--- src/rtl/tsr_consts.vh ---
// Constants shared by the thermal sensor register set.
`ifndef TSR_CONSTS_VH
`define TSR_CONSTS_VH

// ----------------------------------------------------------------
// Register selector codes (pointer byte, low three bits)
// ----------------------------------------------------------------
`define TSR_PTR_TEMP      3'h0
`define TSR_PTR_SETTINGS  3'h1
`define TSR_PTR_RELEASE   3'h2
`define TSR_PTR_OVER      3'h3
`define TSR_PTR_INTERVAL  3'h4

// ----------------------------------------------------------------
// Settings field positions
// ----------------------------------------------------------------
`define TSR_SET_SHUTDOWN  0
`define TSR_SET_MODE      1
`define TSR_SET_POLARITY  2
`define TSR_SET_QUEUE_LO  3
`define TSR_SET_QUEUE_HI  4

// ----------------------------------------------------------------
// Reset values
// ----------------------------------------------------------------
`define TSR_RST_SETTINGS  8'h00
`define TSR_RST_TEMP      11'h000
`define TSR_RST_OVER      9'h0a0
`define TSR_RST_RELEASE   9'h096
`define TSR_RST_INTERVAL  5'h01
`define TSR_RST_ADDR      7'h48

// ----------------------------------------------------------------
// Fault queue depths per code
// ----------------------------------------------------------------
`define TSR_QUEUE_D0      3'h1
`define TSR_QUEUE_D1      3'h2
`define TSR_QUEUE_D2      3'h4
`define TSR_QUEUE_D3      3'h6

`endif

--- src/rtl/tsr_alert_engine.v ---
// Alert engine: fault queue, comparator and interrupt modes, pin polarity.
`timescale 1ns/1ps
`default_nettype none
`include "tsr_consts.vh"

module tsr_alert_engine (
   // Clock and reset
   input  wire       clk,
   input  wire       rst,
   // Conversion result
   input  wire       convDone,
   input  wire [8:0] tempTop,
   // Limits and settings
   input  wire [8:0] overLimit,
   input  wire [8:0] releaseLimit,
   input  wire [1:0] faultQueueDepth,
   input  wire       alertModeSelect,
   input  wire       alertPolarity,
   input  wire       shutdown,
   // Register read notice
   input  wire       readEvent,
   // Alert pin
   output reg        alertOeN,
   output wire       alertActive
);

   // ----------------------------------------------------------------
   // Depth decode
   // ----------------------------------------------------------------
   function [2:0] queueDepth;
      input [1:0] code;
      begin
         case (code)
            2'h0:    queueDepth = `TSR_QUEUE_D0;
            2'h1:    queueDepth = `TSR_QUEUE_D1;
            2'h2:    queueDepth = `TSR_QUEUE_D2;
            default: queueDepth = `TSR_QUEUE_D3;
         endcase
      end
   endfunction

   reg  [2:0] faultCnt_r;
   reg        compState_r;
   reg        intState_r;
   reg        hiZone_r;
   reg        shutdownPrev_r;

   wire       lookHigh  = alertModeSelect ? ~hiZone_r : ~compState_r;
   wire       overTrip  = $signed(tempTop) > $signed(overLimit);
   wire       underTrip = $signed(tempTop) < $signed(releaseLimit);
   wire       tripCond  = lookHigh ? overTrip : underTrip;
   wire [2:0] cntInc    = faultCnt_r + 3'h1;
   wire       fire      = convDone & tripCond & (cntInc >= queueDepth(faultQueueDepth));
   wire       intClear  = readEvent | (shutdown & ~shutdownPrev_r);

   // ----------------------------------------------------------------
   // Alert state
   // ----------------------------------------------------------------
   always @(posedge clk or posedge rst) begin
      if (rst) begin
         faultCnt_r     <= 3'h0;
         compState_r    <= 1'b0;
         intState_r     <= 1'b0;
         hiZone_r       <= 1'b0;
         shutdownPrev_r <= 1'b0;
      end else begin
         shutdownPrev_r <= shutdown;
         if (convDone) begin
            if (fire | ~tripCond)
               faultCnt_r <= 3'h0;
            else
               faultCnt_r <= cntInc;
         end
         if (fire & ~alertModeSelect)
            compState_r <= ~compState_r;
         // A new trip beats a clear landing in the same cycle.
         if (fire & alertModeSelect) begin
            intState_r <= 1'b1;
            hiZone_r   <= ~hiZone_r;
         end else if (intClear & alertModeSelect) begin
            intState_r <= 1'b0;
         end
      end
   end

   assign alertActive = alertModeSelect ? intState_r : compState_r;

   // The pin is open drain, so a high level is only the pull-up.
   always @(posedge clk or posedge rst) begin
      if (rst)
         alertOeN <= 1'b1;
      else
         alertOeN <= ~(alertActive ^ alertPolarity);
   end

endmodule // tsr_alert_engine

`default_nettype wire

--- src/rtl/tsr_register_set.v ---
// Register set of the temperature sensor with its two-wire serial slave.
`timescale 1ns/1ps
`default_nettype none
`include "tsr_consts.vh"

module tsr_register_set #(
   parameter [6:0] SLAVE_ADDR = `TSR_RST_ADDR
) (
   // Clock and reset
   input  wire        clk,
   input  wire        rst,
   // Two-wire serial pins
   input  wire        sclIn,
   input  wire        sdaIn,
   output wire        sdaOut,
   output reg         sdaOeN,
   // Converter side
   input  wire        convDone,
   input  wire [10:0] convResult,
   // Alert pin
   output wire        alertOut,
   output wire        alertOeN,
   // Status toward the rest of the device
   output wire        alertActive,
   output wire        shutdownMode,
   output wire [4:0]  sampleInterval
);

   // ----------------------------------------------------------------
   // States
   // ----------------------------------------------------------------
   localparam [2:0] ST_IDLE  = 3'h0;
   localparam [2:0] ST_ADDR  = 3'h1;
   localparam [2:0] ST_AACK  = 3'h2;
   localparam [2:0] ST_WBYTE = 3'h3;
   localparam [2:0] ST_WACK  = 3'h4;
   localparam [2:0] ST_RDATA = 3'h5;
   localparam [2:0] ST_RACK  = 3'h6;

   // ----------------------------------------------------------------
   // Registers
   // ----------------------------------------------------------------
   reg  [7:0]  settings_r;
   reg  [10:0] temp_r;
   reg  [8:0]  over_r;
   reg  [8:0]  release_r;
   reg  [4:0]  interval_r;
   reg  [2:0]  ptr_r;

   reg  [2:0]  state_r;
   reg  [3:0]  bitCnt_r;
   reg  [7:0]  rxShift_r;
   reg  [7:0]  txShift_r;
   reg  [15:0] snap_r;
   reg         byteSel_r;
   reg         firstByte_r;
   reg         readDir_r;
   reg         masterAck_r;
   reg         readEvent_r;

   reg         sclS1_r;
   reg         sclS2_r;
   reg         sclS3_r;
   reg         sdaS1_r;
   reg         sdaS2_r;
   reg         sdaS3_r;

   // ----------------------------------------------------------------
   // Read word view of each register
   // ----------------------------------------------------------------
   function [15:0] readWord;
      input [2:0]  ptr;
      input [7:0]  setv;
      input [10:0] tmp;
      input [8:0]  ovr;
      input [8:0]  rel;
      input [4:0]  ivl;
      begin
         case (ptr)
            `TSR_PTR_TEMP:     readWord = {tmp, 5'h00};
            `TSR_PTR_SETTINGS: readWord = {setv, setv};
            `TSR_PTR_RELEASE:  readWord = {rel, 7'h00};
            `TSR_PTR_OVER:     readWord = {ovr, 7'h00};
            `TSR_PTR_INTERVAL: readWord = {3'h0, ivl, 3'h0, ivl};
            default:           readWord = 16'h0000;
         endcase
      end
   endfunction

   // ----------------------------------------------------------------
   // Pin synchronisers and bus events
   // ----------------------------------------------------------------
   always @(posedge clk or posedge rst) begin
      if (rst) begin
         sclS1_r <= 1'b1;
         sclS2_r <= 1'b1;
         sclS3_r <= 1'b1;
         sdaS1_r <= 1'b1;
         sdaS2_r <= 1'b1;
         sdaS3_r <= 1'b1;
      end else begin
         sclS1_r <= sclIn;
         sclS2_r <= sclS1_r;
         sclS3_r <= sclS2_r;
         sdaS1_r <= sdaIn;
         sdaS2_r <= sdaS1_r;
         sdaS3_r <= sdaS2_r;
      end
   end

   wire sclRise  = sclS2_r & ~sclS3_r;
   wire sclFall  = ~sclS2_r & sclS3_r;
   wire busStart = sclS2_r & sclS3_r & sdaS3_r & ~sdaS2_r;
   wire busStop  = sclS2_r & sclS3_r & ~sdaS3_r & sdaS2_r;

   wire [15:0] liveWord = readWord(ptr_r, settings_r, temp_r, over_r, release_r, interval_r);

   // ----------------------------------------------------------------
   // Conversion capture
   // ----------------------------------------------------------------
   // Conversions stop in shutdown, so a stray done strobe is dropped there.
   wire convTake = convDone & ~settings_r[`TSR_SET_SHUTDOWN];

   always @(posedge clk or posedge rst) begin
      if (rst)
         temp_r <= `TSR_RST_TEMP;
      else if (convTake)
         temp_r <= convResult;
   end

   // ----------------------------------------------------------------
   // Serial slave
   // ----------------------------------------------------------------
   always @(posedge clk or posedge rst) begin
      if (rst) begin
         settings_r  <= `TSR_RST_SETTINGS;
         over_r      <= `TSR_RST_OVER;
         release_r   <= `TSR_RST_RELEASE;
         interval_r  <= `TSR_RST_INTERVAL;
         ptr_r       <= `TSR_PTR_TEMP;
         state_r     <= ST_IDLE;
         bitCnt_r    <= 4'h0;
         rxShift_r   <= 8'h00;
         txShift_r   <= 8'h00;
         snap_r      <= 16'h0000;
         byteSel_r   <= 1'b0;
         firstByte_r <= 1'b0;
         readDir_r   <= 1'b0;
         masterAck_r <= 1'b0;
         readEvent_r <= 1'b0;
         sdaOeN      <= 1'b1;
      end else begin
         readEvent_r <= 1'b0;
         if (busStart) begin
            state_r  <= ST_ADDR;
            bitCnt_r <= 4'h0;
            sdaOeN   <= 1'b1;
         end else if (busStop) begin
            // A stop after any byte leaves the slave ready again.
            state_r <= ST_IDLE;
            sdaOeN  <= 1'b1;
         end else begin
            case (state_r)
               ST_ADDR, ST_WBYTE: begin
                  if (sclRise) begin
                     rxShift_r <= {rxShift_r[6:0], sdaS2_r};
                     bitCnt_r  <= bitCnt_r + 4'h1;
                  end else if (sclFall && bitCnt_r == 4'h8) begin
                     if (state_r == ST_ADDR) begin
                        if (rxShift_r[7:1] == SLAVE_ADDR) begin
                           sdaOeN    <= 1'b0;
                           readDir_r <= rxShift_r[0];
                           state_r   <= ST_AACK;
                        end else begin
                           state_r <= ST_IDLE;
                        end
                     end else begin
                        sdaOeN  <= 1'b0;
                        state_r <= ST_WACK;
                        if (firstByte_r) begin
                           ptr_r       <= rxShift_r[2:0];
                           firstByte_r <= 1'b0;
                           byteSel_r   <= 1'b0;
                        end else begin
                           byteSel_r <= ~byteSel_r;
                           case (ptr_r)
                              `TSR_PTR_SETTINGS: settings_r <= rxShift_r;
                              `TSR_PTR_INTERVAL: interval_r <= rxShift_r[4:0];
                              `TSR_PTR_OVER: begin
                                 if (byteSel_r)
                                    over_r[0] <= rxShift_r[7];
                                 else
                                    over_r[8:1] <= rxShift_r;
                              end
                              `TSR_PTR_RELEASE: begin
                                 if (byteSel_r)
                                    release_r[0] <= rxShift_r[7];
                                 else
                                    release_r[8:1] <= rxShift_r;
                              end
                              default: begin
                                 // Temperature and unused codes keep their contents.
                                 settings_r <= settings_r;
                              end
                           endcase
                        end
                     end
                  end
               end
               ST_AACK: begin
                  if (sclFall) begin
                     bitCnt_r <= 4'h0;
                     if (readDir_r) begin
                        // One snapshot serves the whole read.
                        snap_r      <= liveWord;
                        txShift_r   <= liveWord[15:8];
                        sdaOeN      <= liveWord[15];
                        byteSel_r   <= 1'b1;
                        readEvent_r <= 1'b1;
                        state_r     <= ST_RDATA;
                     end else begin
                        sdaOeN      <= 1'b1;
                        firstByte_r <= 1'b1;
                        state_r     <= ST_WBYTE;
                     end
                  end
               end
               ST_WACK: begin
                  if (sclFall) begin
                     sdaOeN   <= 1'b1;
                     bitCnt_r <= 4'h0;
                     state_r  <= ST_WBYTE;
                  end
               end
               ST_RDATA: begin
                  if (sclRise) begin
                     bitCnt_r <= bitCnt_r + 4'h1;
                  end else if (sclFall) begin
                     if (bitCnt_r == 4'h8) begin
                        sdaOeN  <= 1'b1;
                        state_r <= ST_RACK;
                     end else begin
                        txShift_r <= {txShift_r[6:0], 1'b0};
                        sdaOeN    <= txShift_r[6];
                     end
                  end
               end
               ST_RACK: begin
                  if (sclRise) begin
                     masterAck_r <= ~sdaS2_r;
                  end else if (sclFall) begin
                     bitCnt_r <= 4'h0;
                     if (masterAck_r) begin
                        // Bytes alternate high then low of the snapshot.
                        txShift_r <= byteSel_r ? snap_r[7:0] : snap_r[15:8];
                        sdaOeN    <= byteSel_r ? snap_r[7] : snap_r[15];
                        byteSel_r <= ~byteSel_r;
                        state_r   <= ST_RDATA;
                     end else begin
                        state_r <= ST_IDLE;
                     end
                  end
               end
               default: begin
                  sdaOeN <= 1'b1;
               end
            endcase
         end
      end
   end

   assign sdaOut = 1'b0;

   // ----------------------------------------------------------------
   // Alert
   // ----------------------------------------------------------------
   tsr_alert_engine u_alert (
      .clk             (clk),
      .rst             (rst),
      .convDone        (convTake),
      .tempTop         (convResult[10:2]),
      .overLimit       (over_r),
      .releaseLimit    (release_r),
      .faultQueueDepth (settings_r[`TSR_SET_QUEUE_HI:`TSR_SET_QUEUE_LO]),
      .alertModeSelect (settings_r[`TSR_SET_MODE]),
      .alertPolarity   (settings_r[`TSR_SET_POLARITY]),
      .shutdown        (settings_r[`TSR_SET_SHUTDOWN]),
      .readEvent       (readEvent_r),
      .alertOeN        (alertOeN),
      .alertActive     (alertActive)
   );

   assign alertOut       = 1'b0;
   assign shutdownMode   = settings_r[`TSR_SET_SHUTDOWN];
   assign sampleInterval = interval_r;

endmodule // tsr_register_set

`default_nettype wire

--- config.mk ---
export PLATFORM = sky130hd
export DESIGN_NAME = tsr_register_set
export DESIGN_NICKNAME = d
export VERILOG_FILES = /design/src/rtl/tsr_alert_engine.v /design/src/rtl/tsr_register_set.v
export VERILOG_INCLUDE_DIRS = /design/src /design/src/rtl
export SDC_FILE = /design/constraint.sdc
export NUM_CORES = 1
export LEC_CHECK = 0
export BUFFER_PORTS_ARGS = -buffer_cell sky130_fd_sc_hd__buf_2
export CAP_MARGIN = 15
export CORE_ASPECT_RATIO = 2
export CORE_UTILIZATION = 35
export CTS_CLUSTER_DIAMETER = 50
export DETAILED_ROUTE_END_ITERATION = 10
export SLEW_MARGIN = 20
export SYNTH_ARGS = -nofsm -noshare
export SYNTH_HDL_FRONTEND = slang
export SYNTH_SLANG_ARGS = --single-unit
--- constraint.sdc ---
create_clock -name clk -period 3.9 [get_ports clk]
set_clock_uncertainty 0.05 [all_clocks]
set_input_delay 0.39 -clock clk [delete_from_list [all_inputs] [get_ports clk]]
set_output_delay 0.39 -clock clk [all_outputs]
set_load 0.01 [all_outputs]
==> flow_metrics.py, run 1 <==
metrics = {
    "sta": {
        "finalSetupTns_ns": 0,
        "relSlewSlack": 0.3999,
        "fin_crit_sh": 0.6358,
        "min_period_ns": 2.480,
        "tightestPinTransition_ns": 0.9002,
        "maxSlewViolCount": 0,
        "max_freq_ghz": 0.4033,
        "finalSetupViolCount": 0,
        "hold_viol": 0,
        "grt_setup_unrepaired": "no",
    },
    "clocking": {
        "htree_levels": 3,
        "cts.sinks": 103,
        "cts_setup_buffers": 0,
        "numCtsBuffers": 9,
        "clkLatencyLatePin_ns": 0.36,
        "cts_tree": "done",
        "clock_path_buffers": 2,
        "post_cts_resize_count": 0,
        "clockRootBuffer": "clkbuf_16",
        "cts.clk_slew.worst_paths_ns": 0.07,
        "holdBufCountCts": 0,
    },
    "logic_synthesis": {
        "yosys_warnings": 0,
        "ys.flop_type": "dfrtp_1",
        "syn_inst": 548,
        "syn_area_per_cell_um2": 10.04,
        "synthDistinctLibCells": 60,
        "synth_seq_area_share": 0.4719,
        "netlist_area_mm2": 0.005502,
        "async_flop_share": 1.000,
        "synth_edf_count": 0,
        "yosys_register_bits": 103,
    },
    "power": {
        "ir_drop_mv": 0.2370,
        "p_sw_uw": 992.3,
        "p_seq_frac": 0.464,
        "pwr-share-clk": 0.327,
        "p_per_area_mw_per_mm2": 497.6,
        "cellLeakagePower_nw": 2.719,
        "p_comb_frac": 0.209,
        "swShare": 0.3270,
        "power_report.internal_total_mw": 2.042,
    },
    "global_routing": {
        "grt_pass1_wl_um": 21780,
        "overflow": 0,
        "grt_pass1_vias": 4257,
        "grt_usage": 0.1756,
        "grt_max_degree": 62,
        "antenna_found_initial": 0,
    },
    "final_layout": {
        "fin_area_mm2": 0.006098,
        "final_common_cell": "nand2_1",
        "layout-drive-gt1-share": 0.2021,
        "final_cell_mix": "99 x nand2_1, 88 x dfrtp_1, 55 x o21ai_0",
        "area_delta_synth_final_pct": 10.85,
        "nNetsFinal": 603,
        "utilization": 0.3987,
        "antenna_cells": 0,
    },
    "flow_run": {
        "cap_violations": 0,
    },
    "setup_path": {
        "arrival_ns": 2.67,
        "path_class": "register to register",
        "cp-end-kind": "register",
        "critPathMaxFanout": 17,
        "start_kind": "register",
        "crit_required_ns": 4.09,
    },
    "worst_hold_path": {
        "min_path_type": "input port to register",
    },
    "floorplanning": {
        "fp.dieArea_mm2": 0.01625,
        "die_x_um": 90.65,
        "ios": 27,
        "initial_core_util": 0.3597,
        "die_h_um": 179.3,
        "row_count": 64,
        "core_region_area_mm2": 0.01529,
    },
    "drt": {
        "drt-vias-per-instance": 5.283,
        "drt-total-wl_um": 13160,
        "dr_total_vias": 4052,
        "wl_per_cell_um": 17.15,
        "drt-initial-drc-count": 166,
        "first_pass_iters": 5,
        "drc_errors": 0,
        "ant_nets": 0,
    },
    "status": {
        "status": "completed",
    },
    "placed_design": {
        "place_congestion": 0.8003,
        "dp_hpwl_um": 10210,
        "placed_area_mm2": 0.005773,
        "io_buffers": 24,
    },
}
-- critical path, stage by stage, from the launching register on --
cell      delay [ns]
dfrtp_1         0.67
nand2b_1        0.25
nor2_4          0.21
nand2_2         0.13
nor4_4          0.64
mux2_2          0.41
-- per-stage QoR --
stage | worst slack (ns) | std cells | total power, mW | hold slack [ns]
final | 1.420 | 767 | 3.034 | 0.08021
after floorplan | 0.7810 | 549 | 1.843 | 0.2952
after global routing | 1.168 | 767 | 3.203 | 0.06984
after CTS | 1.372 | 767 | 3.054 | 0.07073
after detailed placement | 1.388 | 751 | 2.067 | 0.2990
after global placement | 1.439 | 751 | 2.037 | 0.2957
-- cells in the mapped netlist, types with 2 or more instances --
| master | number | area [µm²] |
|---|---|---|
| dfrtp_1 | 88 | 2202 |
| and4_1 | 3 | 26.28 |
| nor4_4 | 2 | 42.54 |
| clkbuf_1 | 8 | 30.03 |
| a22o_1 | 2 | 17.52 |
| a21o_1 | 6 | 45.04 |
| buf_2 | 10 | 50.05 |
| a31oi_1 | 5 | 31.28 |
| a22oi_1 | 7 | 52.55 |
| a222oi_1 | 6 | 60.06 |
| nor3_4 | 2 | 32.53 |
| o31ai_1 | 7 | 52.55 |
| dfstp_2 | 15 | 394.1 |
| nor2b_1 | 8 | 50.05 |
| xnor2_1 | 2 | 17.52 |
| nor3_1 | 3 | 15.01 |
| a21oi_1 | 13 | 65.06 |
| inv_1 | 32 | 120.1 |
| mux4_2 | 4 | 90.09 |
| o21ai_0 | 55 | 275.3 |
| mux2_1 | 2 | 22.52 |
| ha_1 | 23 | 287.8 |
| mux2i_1 | 10 | 100.1 |
| and2_1 | 4 | 25.02 |
| buf_6 | 2 | 22.52 |
| o22a_1 | 2 | 17.52 |
| nand2_1 | 99 | 371.6 |
| and3b_1 | 3 | 26.28 |
| o22ai_1 | 3 | 18.77 |
| buf_4 | 4 | 30.03 |
| o211ai_1 | 2 | 15.01 |
| o41ai_1 | 2 | 17.52 |
| nor2_1 | 25 | 93.84 |
| o21ai_1 | 3 | 15.01 |
| or2_2 | 2 | 12.51 |
| nand3_1 | 15 | 75.07 |
| nand2b_1 | 10 | 62.56 |
| mux2_2 | 37 | 416.7 |
-- power by group through the flow --
stage          Combinational (mW)  Sequential, mW  Clock, mW
2_1_floorplan               0.532            1.31          0
3_3_place_gp                0.613            1.42          0
3_5_place_dp                0.637            1.43          0
4_1_cts                     0.639            1.41       1.01
5_1_grt                     0.716            1.44       1.05
6_report                    0.633            1.41      0.993
-- registers in the layout (all words and copies together) (netlist names), 3 cells and up --
register            count
snap_r                 16
temp_r                 11
over_r                  9
release_r               9
rxShift_r               8
settings_r              8
txShift_r               7
sampleInterval          5
bitCnt_r                4
ptr_r                   3
state_r                 3
u_alert.faultCnt_r      3
-- path summary, 6_finish.rpt --
| check | startpoint | end | slack [ns] | cells past startpoint |
|---|---|---|---|---|
| min | sclIn | sclS1_r | 0.08 | 1 |
| max in group asynchronous | rst | u_alert.alertOeN | 2.82 | 3 |
| min in group asynchronous | rst | temp_r[0] | 0.12 | 2 |
| max | state_r[0] | settings_r[0] | 1.42 | 5 |
| min reg2reg | sclS1_r | sclS2_r | 0.31 | 0 |
| max reg2reg | state_r[0] | settings_r[0] | 1.42 | 5 |
-- kinds of logic after synthesis --
kind of cell,Yosys count,share of synthesized area
simple gates,188,0.1742
compound gates,119,0.1344
flops,103,0.4719
buf+inv,58,0.04731
mux,53,0.1144
fa+ha+maj,23,0.05231
xor+xnor,3,0.004777
other cells,1,0.0006816
-- metal layers --
| layer | global-route usage | wire length [µm] |
|---|---|---|
| met4 | 0.1163 | 625 |
| met1 | 0.1725 | 4816 |
| met2 | 0.3381 | 7438 |
| met5 | 0 | 0 |
| met3 | 0.02375 | 276 |
-- area by class of cell --
cell class              instances  area [µm²]
multi-input cells             388        2649
clock buffers                   9       225.2
clock inverters                 7       100.1
well taps                     198       247.7
flip-flops and latches        103        2596
inverters                      34       130.1
repair buffers                 28       150.1
fillers                      1484        9196
No activity file was read; power rests on OpenSTA's default activity.
==> run 2, diff against run 1 <==
--- a/config.mk
+++ b/config.mk
@@ -6,6 +6,7 @@
 export SDC_FILE = /design/constraint.sdc
 export NUM_CORES = 1
 export LEC_CHECK = 0
+export ABC_AREA = 1
 export BUFFER_PORTS_ARGS = -buffer_cell sky130_fd_sc_hd__buf_2
 export CAP_MARGIN = 15
 export CORE_ASPECT_RATIO = 2
==> constraint.sdc (replaced) <==
create_clock -name clk -period 2.5 [get_ports clk]
set_clock_uncertainty 0.05 [all_clocks]
set_input_delay 0.25 -clock clk [delete_from_list [all_inputs] [get_ports clk]]
set_output_delay 0.25 -clock clk [all_outputs]
set_load 0.01 [all_outputs]
==> run 2 against run 1 <==
  * Clock-buffer cell count unchanged
  * Final cell count up 24%
  * Critical path depth up 3
  * Critical path type unchanged
  * Critical endpoint is now release_r[4]
  * Highest routed layer unchanged
  * Area after synthesis down 0.73%
==> flow_metrics.py, run 2 <==
metrics = {
    "clocking": {
        "clock_path_buffers": 2,
        "htree_levels": 3,
        "cts.sinks": 103,
        "cts_tree": "done",
        "numCtsBuffers": 9,
        "cts.clk_slew.worst_paths_ns": 0.07,
        "clkLatencyLatePin_ns": 0.36,
        "clockRootBuffer": "clkbuf_16",
    },
    "drt": {
        "drt-vias-per-instance": 4.869,
        "drc_errors": 0,
        "first_pass_iters": 6,
        "ant_nets": 0,
        "drt-total-wl_um": 14570,
        "drt-initial-drc-count": 213,
        "dr_total_vias": 4616,
        "wl_per_cell_um": 15.36,
    },
    "setup_path": {
        "cp-end-kind": "register",
        "r2r_setup_slack_ns": 0.30,
        "cp_common_cell": "inv_1",
        "critical_path.top_delay_family": "simple AND/OR/NAND/NOR gates",
        "critPathMaxStageDelay_ns": 0.40,
        "arrival_ns": 2.42,
        "crit_chain": "inv_1, ha_1, nand3_1, nor2_1, nand2_1, inv_1, nand4_2, o21ai_0",
        "crit_slowest_cell": "dfrtp_1",
        "path_class": "register to register",
        "critPathMaxFanout": 16,
        "crit_required_ns": 2.72,
        "path_buf_inv": 2,
        "start_kind": "register",
    },
    "sta": {
        "maxSlewViolCount": 0,
        "relSlewSlack": 0.5523,
        "max_freq_ghz": 0.4545,
        "min_period_ns": 2.200,
        "setup_slack_ns": 0.2996,
        "fin_crit_sh": 0.8802,
        "finalSetupViolCount": 0,
        "tightestPinTransition_ns": 0.6702,
        "grt_setup_unrepaired": "no",
        "finalSetupTns_ns": 0,
        "hold_viol": 0,
        "holdWs_ns": 0.06256,
    },
    "worst_hold_path": {
        "min_path_type": "input port to register",
    },
    "status": {
        "status": "completed",
    },
    "power": {
        "p_comb_frac": 0.298,
        "swShare": 0.3677,
        "power_mw": 4.965,
        "p_seq_frac": 0.411,
        "p_sw_mw": 1.826,
        "p_per_area_mw_per_mm2": 801.6,
        "cellLeakagePower_nw": 2.939,
        "ir_drop_mv": 0.3596,
        "power_report.internal_total_mw": 3.139,
        "pwr-share-clk": 0.291,
    },
    "final_layout": {
        "final_common_cell": "nand2_1",
        "fin_cells": 948,
        "antenna_cells": 0,
        "layout-drive-gt1-share": 0.1080,
        "area_delta_synth_final_pct": 13.40,
        "nNetsFinal": 784,
        "top_register": "snap_r",
        "final_cell_mix": "202 x nand2_1, 98 x inv_1, 96 x o21ai_0",
        "multi_input_area_mm2": 0.002409,
        "final.fill_count": 1595,
        "largestRegisters": "snap_r: 16 flops, temp_r: 11 flops",
        "regArea_mm2": 0.002596,
        "largest_register_ffs": 16,
    },
    "logic_synthesis": {
        "synthDistinctLibCells": 32,
        "netlist_area_mm2": 0.005461,
        "synth_common_cells": "202 x nand2_1, 99 x inv_1, 96 x o21ai_0, 88 x dfrtp_1, 61 x nor2_1",
        "yosys.area.top_type": "dfrtp_1",
        "async_flop_share": 1.000,
        "synth.top_cell.area_share": 0.4032,
        "synth_edf_count": 0,
        "synthTopCellsByArea": "dfrtp_1 40%, nand2_1 14%, o21ai_0 8.8%",
        "post-synth-top-count-cell": "nand2_1",
        "yosys_warnings": 0,
        "synth_seq_area_share": 0.4754,
        "syn_inst": 710,
        "yosys_register_bits": 103,
        "syn_area_per_cell_um2": 7.692,
        "ys.flop_type": "dfrtp_1",
    },
    "floorplanning": {
        "initial_core_util": 0.3571,
        "ios": 27,
        "row_count": 64,
        "fp.dieArea_mm2": 0.01614,
        "core_region_area_mm2": 0.01529,
        "die_h_um": 178.7,
        "die_x_um": 90.33,
    },
    "placed_design": {
        "dpl_worst_slack_ns": 0.3377,
        "place_congestion": 0.9260,
        "dp_hpwl_um": 11360,
        "place_inst": 929,
        "io_buffers": 24,
    },
    "global_routing": {
        "grt_pass1_vias": 4682,
        "grt_max_degree": 46,
        "grt_pass1_wl_um": 24010,
        "grt_usage": 0.1952,
        "overflow": 0,
        "antenna_found_initial": 0,
    },
    "flow_run": {
        "cap_violations": 0,
    },
}
## run 2: area by class of cell
class                           count  share of cell area
Clock buffer                        9             0.03636
Clock inverter                      7             0.01152
Inverter                          104             0.06364
Multi-Input combinational cell    490              0.3889
Sequential cell                   103              0.4192
Tap cell                          198             0.04000
Timing Repair Buffer               37             0.04040
## run 2: through the flow
stage,util,cell area [µm²]
after floorplan,-,5469
after global placement,0.3836,5867
after detailed placement,0.3836,5867
after CTS,0.4049,6193
after global routing,0.4049,6193
final,0.4049,6193
## run 2: worst reg2reg max path, delay by kind of cell (launching register included)
family / cells / cell delay (ns)
simple gates: 4 / 0.91
flops: 1 / 0.40
compound gates: 1 / 0.35
buf+inv: 2 / 0.23
fa+ha+maj: 1 / 0.17
## run 2: per-layer routing
metal | vias up | share of wire | global-route usage
met4 | 0 | 0.028 | 0.08737
met2 | 71 | 0.56 | 0.3795
li1 | 2346 | - | -
met5 | - | 0 | 0
met1 | 2177 | 0.39 | 0.2041
met3 | 22 | 0.017 | 0.02969
## run 2: worst paths after layout
check / start / end / cells past startpoint
max in group asynchronous: rst / over_r[5] / 4
min in group asynchronous: rst / sampleInterval[2] / 3
max: bitCnt_r[0] / release_r[4] / 8
max reg2reg: bitCnt_r[0] / release_r[4] / 8
min: convResult[1] / temp_r[1] / 3
min reg2reg: sclS1_r / sclS2_r / 0
## run 2: repair_timing
item / CTS / global route
hold buffers: 3 / 0
resized for setup: 0 / 0
setup buffers: 0 / 0
hold endpoints to repair: 26 / 0
## run 2: kinds of logic after synthesis
| logic type | share of synthesized area |
|---|---|
| AO/OA/AOI/OAI | 0.1370 |
| XOR/XNOR | 0.003208 |
| adder cells (fa/ha/maj) | 0.05269 |
| buffers and inverters | 0.08431 |
| flip-flops | 0.4754 |
| other | 0.0006866 |
| AND/OR/NAND/NOR | 0.2467 |
## run 2: power groups by stage
stage	Clock (mW)	Combinational, mW	Sequential (mW)
2_1_floorplan	0	1.06	2.04
3_3_place_gp	0	1.47	2.07
3_5_place_dp	0	1.48	2.07
4_1_cts	1.48	1.49	2.04
5_1_grt	1.54	1.70	2.07
6_report	1.44	1.48	2.04
